**src/fsp_pkg.sv**
```systemverilog
`default_nettype none
package fsp_pkg;
   // clock and programming time
   localparam int CLK_KHZ   = 25_000;
   localparam int OP_MIN_NS = 3_700_000; // 3.7 ms least
   localparam int OP_MAX_NS = 4_500_000; // 4.5 ms most
   // least time rounded up; stays well under the most
   localparam int OP_CYCLES = (OP_MIN_NS / 1000 * CLK_KHZ + 999) / 1000;
   localparam int CNT_W     = 17;

   // pointer layout: byte address, word offset then page
   localparam int PAGE_WORDS = 32;
   localparam int WORD_W     = 5;
   localparam int WORD_LSB   = 1;
   localparam int PAGE_W     = 10;
   localparam int PAGE_LSB   = 6;
   localparam logic [PAGE_W-1:0] NO_READ_WHILE_WRITE_REGION_FIRST_PAGE = 10'h300;
   localparam logic [CNT_W-1:0]  STREAM_LEN      = 17'h00020;

   // control register bit positions
   localparam int EN_BIT   = 0;
   localparam int BUSY_BIT = 6;
   localparam int IE_BIT   = 7;

   // command patterns, compared on bits 6..0
   localparam logic [6:0] CMD_LOAD  = 7'h01;
   localparam logic [6:0] CMD_ERASE = 7'h03;
   localparam logic [6:0] CMD_WRITE = 7'h05;
   localparam logic [6:0] CMD_LOCK  = 7'h09;
   localparam logic [6:0] CMD_REEN  = 7'h11;

   // arming windows in cycles after the control write
   localparam logic [2:0] SPM_WIN  = 3'h4;
   localparam logic [2:0] LPM_LAST = 3'h1; // load honoured while window above this

   // readback addresses and fixed values
   localparam logic [15:0] PTR_FUSE_LOW  = 16'h0000;
   localparam logic [15:0] PTR_LOCK      = 16'h0001;
   localparam logic [15:0] PTR_FUSE_EXT  = 16'h0002;
   localparam logic [15:0] PTR_FUSE_HIGH = 16'h0003;
   localparam logic [1:0]  LOCK_PAD      = 2'h3;
   localparam logic [7:0]  RD_UNMAPPED   = 8'hFF;
   localparam logic [7:0]  RD_BLOCKED    = 8'hFF;
   localparam logic [15:0] BUF_ERASED    = 16'hFFFF;

   // host request kinds
   localparam logic [1:0] KIND_CTRL  = 2'h0;
   localparam logic [1:0] KIND_STORE = 2'h1;
   localparam logic [1:0] KIND_LOAD  = 2'h2;

   typedef enum logic [1:0] {D_IDLE, D_ARMED, D_BUSY} fsp_dev_st_t;
   typedef enum logic [1:0] {OP_NONE, OP_ERASE, OP_WRITE, OP_LOCK} fsp_op_t;
   typedef enum logic [2:0] {H_IDLE, H_WAIT, H_CTRL, H_INSTR, H_READ} fsp_host_st_t;
endpackage
`default_nettype wire

```
**src/fsp_link_if.sv**
```systemverilog
`default_nettype none
interface fsp_link_if;
   // control register access
   logic        ctrl_wr;
   logic [7:0]  ctrl_wdata;
   logic [7:0]  ctrl_rdata;
   // store / load instructions with pointer and data pair
   logic        spm_req;
   logic        lpm_req;
   logic [15:0] ptr;
   logic [15:0] data_word;
   logic        lpm_valid;
   logic [7:0]  lpm_data;
   // status towards the core
   logic        cpu_halt;
   logic        ee_busy;
   logic        irq;

   modport device (
      input  ctrl_wr, ctrl_wdata, spm_req, lpm_req, ptr, data_word,
      output ctrl_rdata, lpm_valid, lpm_data, cpu_halt, ee_busy, irq
   );
   modport core (
      output ctrl_wr, ctrl_wdata, spm_req, lpm_req, ptr, data_word,
      input  ctrl_rdata, lpm_valid, lpm_data, cpu_halt, ee_busy, irq
   );
endinterface
`default_nettype wire

```
**src/fsp_flash_ctrl.sv**
```systemverilog
// Behaviour
// - erase pattern plus store within four cycles
// - erase ignores data and non-page pointer bits
// - only no-read-while-write region ops halt CPU
// - load pattern plus store fills buffer word
// - buffer clears after write, re-enable, reset
// - core loads each buffer word once only
// - eeprom write discards loaded buffer words
// - write pattern programs buffer into page
// - level interrupt while enabled and idle
// - region busy flag held until re-enable
// - core refuses busy region reads until re-enable
// - lock pattern programs zero bits 5..0
// - lock programming leaves whole flash readable
// - core uses pointer 0001, bits 7:6 set
// - eeprom busy blocks commands and readback
// - core waits for eeprom idle before writing
// - lock readback by load within three cycles
// - lock-set and enable self-clear on timeout
// - cleared bits restore normal program reads
// - pointer selects fuse byte on readback
// - programmed bits read zero, unprogrammed one
// - operations timed 3.7 to 4.5 ms
`default_nettype none
module fsp_flash_ctrl #(
   parameter int OP_CYCLES = fsp_pkg::OP_CYCLES
) (
   // clock and reset
   input  wire logic        REF_CLK_I,
   input  wire logic        RESET_I,
   // link to the core
   fsp_link_if.device       LINK,
   // eeprom controller status
   input  wire logic        EE_BUSY_I,
   input  wire logic        EE_WRITE_I,
   // non-volatile bits, zero means programmed
   input  wire logic [7:0]  FUSE_LOW_I,
   input  wire logic [7:0]  FUSE_HIGH_I,
   input  wire logic [7:0]  FUSE_EXT_I,
   input  wire logic [5:0]  LOCK_STATE_I,
   // flash array read port
   input  wire logic [7:0]  FLASH_RDATA_I,
   output logic             FLASH_RD_O,
   output logic [15:0]      FLASH_RADDR_O,
   // flash array program port
   output logic             FLASH_ERASE_O,
   output logic             FLASH_PROG_O,
   output logic [9:0]       FLASH_PAGE_O,
   output logic             FLASH_WE_O,
   output logic [4:0]       FLASH_WADDR_O,
   output logic [15:0]      FLASH_WDATA_O,
   // lock bit programming
   output logic             LOCK_PROG_O,
   output logic [5:0]       LOCK_DATA_O
);

   localparam logic [fsp_pkg::CNT_W-1:0] LAST_CNT = fsp_pkg::CNT_W'(OP_CYCLES - 1);

   typedef struct packed {
      fsp_pkg::fsp_dev_st_t                        st;
      fsp_pkg::fsp_op_t                            op;
      logic [6:0]                                  cmd;
      logic [2:0]                                  win;
      logic                                        ie;
      logic                                        rww_busy;
      logic                                        halt;
      logic                                        irq;
      logic                                        ee_busy;
      logic [7:0]                                  ctrl_rd;
      logic [fsp_pkg::PAGE_W-1:0]                  page;
      logic [fsp_pkg::CNT_W-1:0]                   cnt;
      logic [fsp_pkg::PAGE_WORDS-1:0]              valid;
      logic [fsp_pkg::PAGE_WORDS-1:0][15:0]        pbuf;
      logic                                        rd_pend;
      logic                                        rd_rb;
      logic [7:0]                                  rb;
      logic                                        fl_rd;
      logic [15:0]                                 raddr;
      logic                                        lpm_valid;
      logic [7:0]                                  lpm_data;
      logic                                        erase;
      logic                                        prog;
      logic                                        we;
      logic [fsp_pkg::WORD_W-1:0]                  waddr;
      logic [15:0]                                 wdata;
      logic                                        lock_prog;
      logic [5:0]                                  lock_data;
   } fsp_dev_state_t;

   fsp_dev_state_t r_reg;
   fsp_dev_state_t r_next;

   ////////////////////////////////////////////////////////////////////////////
   // pointer decoding

   function automatic logic [fsp_pkg::PAGE_W-1:0] page_of(input logic [15:0] p);
      page_of = p[fsp_pkg::PAGE_LSB +: fsp_pkg::PAGE_W];
   endfunction

   function automatic logic [fsp_pkg::WORD_W-1:0] word_of(input logic [15:0] p);
      word_of = p[fsp_pkg::WORD_LSB +: fsp_pkg::WORD_W];
   endfunction

   function automatic logic in_no_read_while_write_region(input logic [fsp_pkg::PAGE_W-1:0] pg);
      in_no_read_while_write_region = (pg >= fsp_pkg::NO_READ_WHILE_WRITE_REGION_FIRST_PAGE);
   endfunction

   // readback byte; bits pass through as stored, zero meaning programmed
   function automatic logic [7:0] rb_byte(input logic [15:0] p);
      case (p)
         fsp_pkg::PTR_FUSE_LOW:  rb_byte = FUSE_LOW_I;
         fsp_pkg::PTR_LOCK:      rb_byte = {fsp_pkg::LOCK_PAD, LOCK_STATE_I};
         fsp_pkg::PTR_FUSE_EXT:  rb_byte = FUSE_EXT_I;
         fsp_pkg::PTR_FUSE_HIGH: rb_byte = FUSE_HIGH_I;
         default:                rb_byte = fsp_pkg::RD_UNMAPPED;
      endcase
   endfunction

   ////////////////////////////////////////////////////////////////////////////
   // next state

   always_comb begin
      r_next           = r_reg;
      r_next.erase     = 1'b0;
      r_next.prog      = 1'b0;
      r_next.we        = 1'b0;
      r_next.lock_prog = 1'b0;
      r_next.lpm_valid = 1'b0;
      r_next.fl_rd     = 1'b0;
      r_next.rd_pend   = 1'b0;
      r_next.rd_rb     = 1'b0;
      r_next.ee_busy   = EE_BUSY_I;

      // clear first so a word stored in the same cycle survives
      if (EE_WRITE_I) begin
         r_next.valid = '0;
      end

      // second stage of a load: flash data is taken in the same cycle as the read strobe
      if (r_reg.rd_pend) begin
         r_next.lpm_valid = 1'b1;
         if (r_reg.rd_rb) begin
            r_next.lpm_data = r_reg.rb;
         end else if (r_reg.rww_busy && !in_no_read_while_write_region(page_of(r_reg.raddr))) begin
            r_next.lpm_data = fsp_pkg::RD_BLOCKED;
         end else begin
            r_next.lpm_data = FLASH_RDATA_I;
         end
      end

      // first stage of a load
      if (LINK.lpm_req) begin
         r_next.rd_pend = 1'b1;
         r_next.fl_rd   = 1'b1;
         r_next.raddr   = LINK.ptr;
      end

      case (r_reg.st)
         fsp_pkg::D_ARMED: begin
            r_next.win = r_reg.win - 3'h1;
            if (r_reg.win == 3'h1) begin
               r_next.st = fsp_pkg::D_IDLE;
            end
            if (LINK.lpm_req && r_reg.cmd == fsp_pkg::CMD_LOCK &&
                r_reg.win > fsp_pkg::LPM_LAST && !EE_BUSY_I) begin
               r_next.rd_rb = 1'b1;
               r_next.fl_rd = 1'b0;
               r_next.rb    = rb_byte(LINK.ptr);
               r_next.st    = fsp_pkg::D_IDLE;
            end else if (LINK.spm_req) begin
               r_next.st = fsp_pkg::D_IDLE;
               case (r_reg.cmd)
                  fsp_pkg::CMD_LOAD: begin
                     r_next.pbuf[word_of(LINK.ptr)]  = LINK.data_word;
                     r_next.valid[word_of(LINK.ptr)] = 1'b1;
                  end
                  fsp_pkg::CMD_ERASE,
                  fsp_pkg::CMD_WRITE: begin
                     r_next.st       = fsp_pkg::D_BUSY;
                     r_next.cnt      = '0;
                     r_next.page     = page_of(LINK.ptr);
                     r_next.erase    = (r_reg.cmd == fsp_pkg::CMD_ERASE);
                     r_next.prog     = (r_reg.cmd == fsp_pkg::CMD_WRITE);
                     r_next.op       = (r_reg.cmd == fsp_pkg::CMD_ERASE) ?
                                       fsp_pkg::OP_ERASE : fsp_pkg::OP_WRITE;
                     r_next.rww_busy = 1'b1;
                     r_next.halt     = in_no_read_while_write_region(page_of(LINK.ptr));
                  end
                  fsp_pkg::CMD_LOCK: begin
                     r_next.st        = fsp_pkg::D_BUSY;
                     r_next.cnt       = '0;
                     r_next.op        = fsp_pkg::OP_LOCK;
                     r_next.lock_prog = 1'b1;
                     r_next.lock_data = LINK.data_word[5:0];
                  end
                  default: begin
                  end
               endcase
            end
         end
         fsp_pkg::D_BUSY: begin
            r_next.cnt = r_reg.cnt + 1'b1;
            // page write streams the buffer out first; unloaded words stay erased
            if (r_reg.op == fsp_pkg::OP_WRITE && r_reg.cnt < fsp_pkg::STREAM_LEN) begin
               r_next.we    = 1'b1;
               r_next.waddr = r_reg.cnt[fsp_pkg::WORD_W-1:0];
               r_next.wdata = r_reg.valid[r_reg.cnt[fsp_pkg::WORD_W-1:0]] ?
                              r_reg.pbuf[r_reg.cnt[fsp_pkg::WORD_W-1:0]] :
                              fsp_pkg::BUF_ERASED;
            end
            if (r_reg.cnt == LAST_CNT) begin
               r_next.st   = fsp_pkg::D_IDLE;
               r_next.halt = 1'b0;
               r_next.op   = fsp_pkg::OP_NONE;
               if (r_reg.op == fsp_pkg::OP_WRITE) begin
                  r_next.valid = '0;
               end
            end
         end
         default: begin
         end
      endcase

      // control register write; commands refused while a timed operation runs
      if (LINK.ctrl_wr) begin
         r_next.ie = LINK.ctrl_wdata[fsp_pkg::IE_BIT];
         if (LINK.ctrl_wdata[fsp_pkg::EN_BIT] && !EE_BUSY_I &&
             r_next.st != fsp_pkg::D_BUSY) begin
            if (LINK.ctrl_wdata[6:0] == fsp_pkg::CMD_REEN) begin
               r_next.rww_busy = 1'b0;
               r_next.valid    = '0;
               r_next.st       = fsp_pkg::D_IDLE;
            end else begin
               r_next.st  = fsp_pkg::D_ARMED;
               r_next.cmd = LINK.ctrl_wdata[6:0];
               r_next.win = fsp_pkg::SPM_WIN;
            end
         end
      end

      // status mirror and level interrupt follow the next state
      r_next.ctrl_rd = '0;
      if (r_next.st != fsp_pkg::D_IDLE) begin
         r_next.ctrl_rd[4:0] = r_next.cmd[4:0];
      end
      r_next.ctrl_rd[fsp_pkg::BUSY_BIT] = r_next.rww_busy;
      r_next.ctrl_rd[fsp_pkg::IE_BIT]   = r_next.ie;
      r_next.irq = r_next.ie && (r_next.st == fsp_pkg::D_IDLE);
   end

   ////////////////////////////////////////////////////////////////////////////
   // state register; reset also empties the page buffer

   always_ff @(posedge REF_CLK_I) begin
      if (RESET_I) begin
         r_reg <= '0;
      end else begin
         r_reg <= r_next;
      end
   end

   ////////////////////////////////////////////////////////////////////////////
   // outputs, all from the state register

   assign LINK.ctrl_rdata = r_reg.ctrl_rd;
   assign LINK.lpm_valid  = r_reg.lpm_valid;
   assign LINK.lpm_data   = r_reg.lpm_data;
   assign LINK.cpu_halt   = r_reg.halt;
   assign LINK.ee_busy    = r_reg.ee_busy;
   assign LINK.irq        = r_reg.irq;
   assign FLASH_RD_O      = r_reg.fl_rd;
   assign FLASH_RADDR_O   = r_reg.raddr;
   assign FLASH_ERASE_O   = r_reg.erase;
   assign FLASH_PROG_O    = r_reg.prog;
   assign FLASH_PAGE_O    = r_reg.page;
   assign FLASH_WE_O      = r_reg.we;
   assign FLASH_WADDR_O   = r_reg.waddr;
   assign FLASH_WDATA_O   = r_reg.wdata;
   assign LOCK_PROG_O     = r_reg.lock_prog;
   assign LOCK_DATA_O     = r_reg.lock_data;

endmodule
`default_nettype wire

```
**src/flat_wrapper.sv**
```systemverilog
// flat-port wrapper written by rule: the top's interface ports become plain ports
module fsp_flash_ctrl_flat 
#(
   parameter int OP_CYCLES = fsp_pkg::OP_CYCLES
)
  (REF_CLK_I, RESET_I, EE_BUSY_I, EE_WRITE_I, FUSE_LOW_I, FUSE_HIGH_I, FUSE_EXT_I, LOCK_STATE_I, FLASH_RDATA_I, FLASH_RD_O, FLASH_RADDR_O, FLASH_ERASE_O, FLASH_PROG_O, FLASH_PAGE_O, FLASH_WE_O, FLASH_WADDR_O, FLASH_WDATA_O, LOCK_PROG_O, LOCK_DATA_O, LINK_ctrl_wr, LINK_ctrl_wdata, LINK_spm_req, LINK_lpm_req, LINK_ptr, LINK_data_word, LINK_ctrl_rdata, LINK_lpm_valid, LINK_lpm_data, LINK_cpu_halt, LINK_ee_busy, LINK_irq);
  fsp_link_if LINK_i ();
  input  wire logic REF_CLK_I;
  input  wire logic RESET_I;
  input  wire logic EE_BUSY_I;
  input  wire logic EE_WRITE_I;
  input  wire logic [7:0] FUSE_LOW_I;
  input  wire logic [7:0] FUSE_HIGH_I;
  input  wire logic [7:0] FUSE_EXT_I;
  input  wire logic [5:0] LOCK_STATE_I;
  input  wire logic [7:0] FLASH_RDATA_I;
  output logic FLASH_RD_O;
  output logic [15:0] FLASH_RADDR_O;
  output logic FLASH_ERASE_O;
  output logic FLASH_PROG_O;
  output logic [9:0] FLASH_PAGE_O;
  output logic FLASH_WE_O;
  output logic [4:0] FLASH_WADDR_O;
  output logic [15:0] FLASH_WDATA_O;
  output logic LOCK_PROG_O;
  output logic [5:0] LOCK_DATA_O;
  input wire logic [$bits(LINK_i.ctrl_wr)-1:0] LINK_ctrl_wr;
  input wire logic [$bits(LINK_i.ctrl_wdata)-1:0] LINK_ctrl_wdata;
  input wire logic [$bits(LINK_i.spm_req)-1:0] LINK_spm_req;
  input wire logic [$bits(LINK_i.lpm_req)-1:0] LINK_lpm_req;
  input wire logic [$bits(LINK_i.ptr)-1:0] LINK_ptr;
  input wire logic [$bits(LINK_i.data_word)-1:0] LINK_data_word;
  output wire logic [$bits(LINK_i.ctrl_rdata)-1:0] LINK_ctrl_rdata;
  output wire logic [$bits(LINK_i.lpm_valid)-1:0] LINK_lpm_valid;
  output wire logic [$bits(LINK_i.lpm_data)-1:0] LINK_lpm_data;
  output wire logic [$bits(LINK_i.cpu_halt)-1:0] LINK_cpu_halt;
  output wire logic [$bits(LINK_i.ee_busy)-1:0] LINK_ee_busy;
  output wire logic [$bits(LINK_i.irq)-1:0] LINK_irq;
  assign LINK_i.ctrl_wr = LINK_ctrl_wr;
  assign LINK_i.ctrl_wdata = LINK_ctrl_wdata;
  assign LINK_i.spm_req = LINK_spm_req;
  assign LINK_i.lpm_req = LINK_lpm_req;
  assign LINK_i.ptr = LINK_ptr;
  assign LINK_i.data_word = LINK_data_word;
  assign LINK_ctrl_rdata = LINK_i.ctrl_rdata;
  assign LINK_lpm_valid = LINK_i.lpm_valid;
  assign LINK_lpm_data = LINK_i.lpm_data;
  assign LINK_cpu_halt = LINK_i.cpu_halt;
  assign LINK_ee_busy = LINK_i.ee_busy;
  assign LINK_irq = LINK_i.irq;
  fsp_flash_ctrl #(.OP_CYCLES(OP_CYCLES)) u_core (.REF_CLK_I(REF_CLK_I), .RESET_I(RESET_I), .LINK(LINK_i), .EE_BUSY_I(EE_BUSY_I), .EE_WRITE_I(EE_WRITE_I), .FUSE_LOW_I(FUSE_LOW_I), .FUSE_HIGH_I(FUSE_HIGH_I), .FUSE_EXT_I(FUSE_EXT_I), .LOCK_STATE_I(LOCK_STATE_I), .FLASH_RDATA_I(FLASH_RDATA_I), .FLASH_RD_O(FLASH_RD_O), .FLASH_RADDR_O(FLASH_RADDR_O), .FLASH_ERASE_O(FLASH_ERASE_O), .FLASH_PROG_O(FLASH_PROG_O), .FLASH_PAGE_O(FLASH_PAGE_O), .FLASH_WE_O(FLASH_WE_O), .FLASH_WADDR_O(FLASH_WADDR_O), .FLASH_WDATA_O(FLASH_WDATA_O), .LOCK_PROG_O(LOCK_PROG_O), .LOCK_DATA_O(LOCK_DATA_O));
endmodule
```
**config.mk**
```make
export PLATFORM = sky130hd
export DESIGN_NAME = fsp_flash_ctrl_flat
export DESIGN_NICKNAME = d
export VERILOG_FILES = /design/src/fsp_pkg.sv /design/src/fsp_link_if.sv /design/src/fsp_flash_ctrl.sv /design/src/flat_wrapper.sv
export SDC_FILE = /design/constraint.sdc
export NUM_CORES = 2
export LEC_CHECK = 0
export ABC_AREA = 1
export BUFFER_PORTS_ARGS = -buffer_cell sky130_fd_sc_hd__buf_2
export CAP_MARGIN = 30
export CORE_UTILIZATION = 35
export DETAILED_ROUTE_END_ITERATION = 6
export MAX_ROUTING_LAYER = met4
export PLACE_DENSITY_LB_ADDON = 0.12
export RECOVER_POWER = 50
export SYNTH_ARGS = -nofsm -noshare
export SYNTH_HDL_FRONTEND = slang
export SYNTH_SLANG_ARGS = --single-unit
```
**constraint.sdc**
```tcl
create_clock -name REF_CLK_I -period 2.64 [get_ports REF_CLK_I]
set_input_delay 0.528 -clock REF_CLK_I [delete_from_list [all_inputs] [get_ports REF_CLK_I]]
set_output_delay 0.528 -clock REF_CLK_I [all_outputs]
set_load 0.01 [all_outputs]
```
==> results.json <==
{
  "status": "finished with violations",
  "violations": "capacitance limit, slew limit",
  "netlist_area_um2": 29700,
  "yosysWarnings": 0,
  "critPathKind": "reg -> reg",
  "cts_root_buf": "clkbuf_16",
  "hp-start": "EE_BUSY_I",
  "finalSetupViolations": 0,
  "layout.nets": 4182,
  "fp.dieW_um": 293,
  "r2r_slack_ns": 0.23,
  "die_y_um": 293,
  "clkTransAtPathRegs_ns": 0.06,
  "syn-num-nets": 4263,
  "worstMarginPinSlew_ns": 1.92,
  "syn_area_per_cell_um2": 7.13,
  "hold_depth": 3,
  "setup-tns-final_ns": 0,
  "muxShareOfSynthArea_pct": 0,
  "cp-end-kind": "flop",
  "rr_endpoint": "u_core.FLASH_WDATA_O[4]$_SDFFE_PP0P_",
  "ys_top_cells_by_area": "dfxtp_1 45%, a21oi_1 14%, o21ai_0 14%",
  "ant_nets": 0,
  "multi_input_area_um2": 12300,
  "via_per_inst": 5.04,
  "fin_cells": 5285,
  "cts_hold_buf": 0,
  "clock_path_buffers": 3,
  "power_switching_mw": 5.22,
  "max_freq_mhz": 415,
  "grt.overflow.total": 0,
  "synth-simple-area-share_pct": 10.9,
  "synth-edff-count": 0,
  "antenna_found_initial": 5,
  "drv_cap": 1,
  "yosysSeqAreaShare_pct": 44.6,
  "m1WireLength_um": 45600,
  "nFillCells": 9049,
  "gp_congestion": 0.823,
  "rows": 106,
  "first_pass_iters": 5,
  "dieArea_um2": 86100,
  "dp.cells": 5147,
  "ys_types": 37,
  "leakage_nw": 11.3,
  "ios": 163,
  "r2r-start": "u_core.r_reg[663]$_SDFF_PP0_",
  "start_util_pct": 35.5,
  "initialDrtViolationCount": 1575,
  "min_to": "u_core.LINK.ee_busy$_SDFF_PP0_",
  "seqCellArea_um2": 13300,
  "synthArstFlopShare_pct": 0,
  "design_area_um2": 33500,
  "placed_cell_area_um2": 31200,
  "required_ns": 3.15,
  "cp_max_fo": 17,
  "cts_buffers": 77,
  "swShare_pct": 23.9,
  "synth_compound_area_share_pct": 30.0,
  "h-tree-depth": 3,
  "dr_wl_met2_um": 45700,
  "top_layer": "met4",
  "synth_fa_ha_area_share_pct": 0.210,
  "hpwl_um": 59000,
  "power_density_nw_per_um2": 653,
  "hp-class": "in -> reg",
  "synth_top_family_by_area": "compound AO/OA/AOI/OAI gates",
  "synth_largest_area_cell": "dfxtp_1",
  "area_growth_pct": 12.6,
  "drc": 0,
  "wire_per_inst_um": 18.5,
  "synth.top_cell.area_share_pct": 44.6,
  "crit_arrival_ns": 2.92,
  "drv_slew": 34,
  "clk_latency_ns": 0.63,
  "cts.sinks": 662,
  "grt_pass1_vias": 25090,
  "r2r_cells": 10,
  "hold_viol": 0,
  "route.met3.wl_um": 3560,
  "grt_max_degree": 105,
  "cts_tree": "done",
  "cp-start-kind": "flop",
  "port_buffers": 161,
  "synth_cells": 4173,
  "grt_pass1_wl_um": 151000,
  "pwr-share-comb_pct": 5.6,
  "grt_util_all_layers_pct": 23.1,
  "seqPwrFrac_pct": 46.0,
  "fin_crit_sh_pct": 91.2,
  "cts_setup_buffers": 0,
  "skew_ns": 0.0254,
  "yosys.area_share.xor_xnor_pct": 0.236,
  "rsz0062_at_grt": "no",
  "ys_ff_latch": 662,
  "power.share.clock_pct": 48.4,
  "finalWirelength_um": 97900,
  "power.internal_mw": 16.7,
  "synth-main-ff-cell": "dfxtp_1",
  "peakVddDrop_mv": 0.464,
  "drive_above_1_share_pct": 7.79,
  "slew-limit-headroom_pct": -27.7,
  "fin_crit_ns": 2.41,
  "fp.coreArea_um2": 83800,
  "dr_total_vias": 26641
}
through the flow:
stage | setup slack [ns] | utilization (%) | total power [mW] | hold slack (ns)
floorplan | 0.660 | - | 11.1 | 0.420
global placement | 0.288 | 37.2 | 11.5 | 0.427
detailed placement | 0.200 | 37.2 | 11.5 | 0.430
CTS | 0.347 | 40.2 | 22.2 | 0.102
global route | 0.0164 | 39.9 | 22.7 | 0.127
finish | 0.233 | 39.9 | 21.9 | 0.138
synthesized netlist by cell type (31+ instances only):
cell	n
dfxtp_1	662
clkbuf_1	295
nand3_1	280
nor4_1	34
buf_4	75
a21oi_1	843
nand2_1	137
nor2_1	186
nor3_1	31
o21ai_0	831
inv_1	585
buf_2	32
buf_1	32
a31oi_1	32
critical path, stage by stage, from the launching register on:
cell	delay (ns)
dfxtp_1	0.33
inv_1	0.06
ha_1	0.29
inv_1	0.09
nor3_1	0.16
nand4_1	0.27
nor2_1	0.17
clkbuf_2	0.56
nand3_1	0.18
nand2_1	0.10
a21oi_1	0.06
cell usage in the layout (no fill, tap or decap), drive strengths merged:
cell	instances
nand4	29
inv	594
ha	5
diode	3
conb	1
xnor2	1
o21a	1
clkinv	14
nor4	34
a41oi	1
bufinv	2
a21oi	844
clkbuf	226
o22ai	7
o211ai	7
nor3	31
o221ai	4
and3	4
xor2	7
nor2	187
a211oi	6
a21boi	2
buf	167
o211a	1
nand2	137
dfxtp	662
or2	3
nand3b	1
nand3	281
o21ai	857
a31oi	32
power groups by stage:
stage,clock network (mW),logic [mW],registers (mW)
2_1_floorplan,0,0.805,10.3
3_3_place_gp,0,1.25,10.3
3_5_place_dp,0,1.25,10.3
4_1_cts,10.9,1.25,10.1
5_1_grt,11.3,1.37,10.1
6_report,10.6,1.23,10.1
final cells by class:
class | count | share of cell area [%]
flip-flops and latches | 662 | 39.6
repair buffers | 274 | 5.15
inverters | 594 | 6.72
clock inverters | 16 | 0.490
well taps | 1134 | 4.24
multi-input cells | 2483 | 36.8
clock buffers | 119 | 6.98
diodes | 3 | 0.0224
cell families after synthesis:
logic type / count (synthesis)
AO/OA/AOI/OAI: 1762
buffers and inverters: 1028
AND/OR/NAND/NOR: 707
flip-flops: 662
XOR/XNOR: 8
adder cells (fa/ha/maj): 5
other: 1
what timing repair did:
action                                 in CTS  in global routing
resized for setup                           0                  1
setup endpoints to repair                   0                  1
endpoints found under the hold margin       0                  0
metal layers:
layer / vias up / global-route usage, %
li1: 13759 / -
met1: 12252 / 29.7
met2: 485 / 37.6
met3: 145 / 2.93
met4: 0 / 7.39
met5: - / -
worst max-delay path by stage:
stage,start,end,cells past startpoint
3_5_place_dp,LINK_lpm_req,u_core.LOCK_DATA_O[1]$_SDFFE_PP0P_,11
4_1_cts,u_core.r_reg[664]$_SDFF_PP0_,u_core.LOCK_DATA_O[1]$_SDFFE_PP0P_,8
2_1_floorplan,u_core.r_reg[663]$_SDFF_PP0_,u_core.r_reg[581]$_SDFF_PP0_,13
6_report,u_core.r_reg[663]$_SDFF_PP0_,u_core.FLASH_WDATA_O[4]$_SDFFE_PP0P_,10
5_1_grt,u_core.r_reg[658]$_SDFF_PP0_,flop,10
3_3_place_gp,LINK_lpm_req,u_core.LOCK_DATA_O[2]$_SDFFE_PP0P_,11
(Power assumes the default switching activity.)
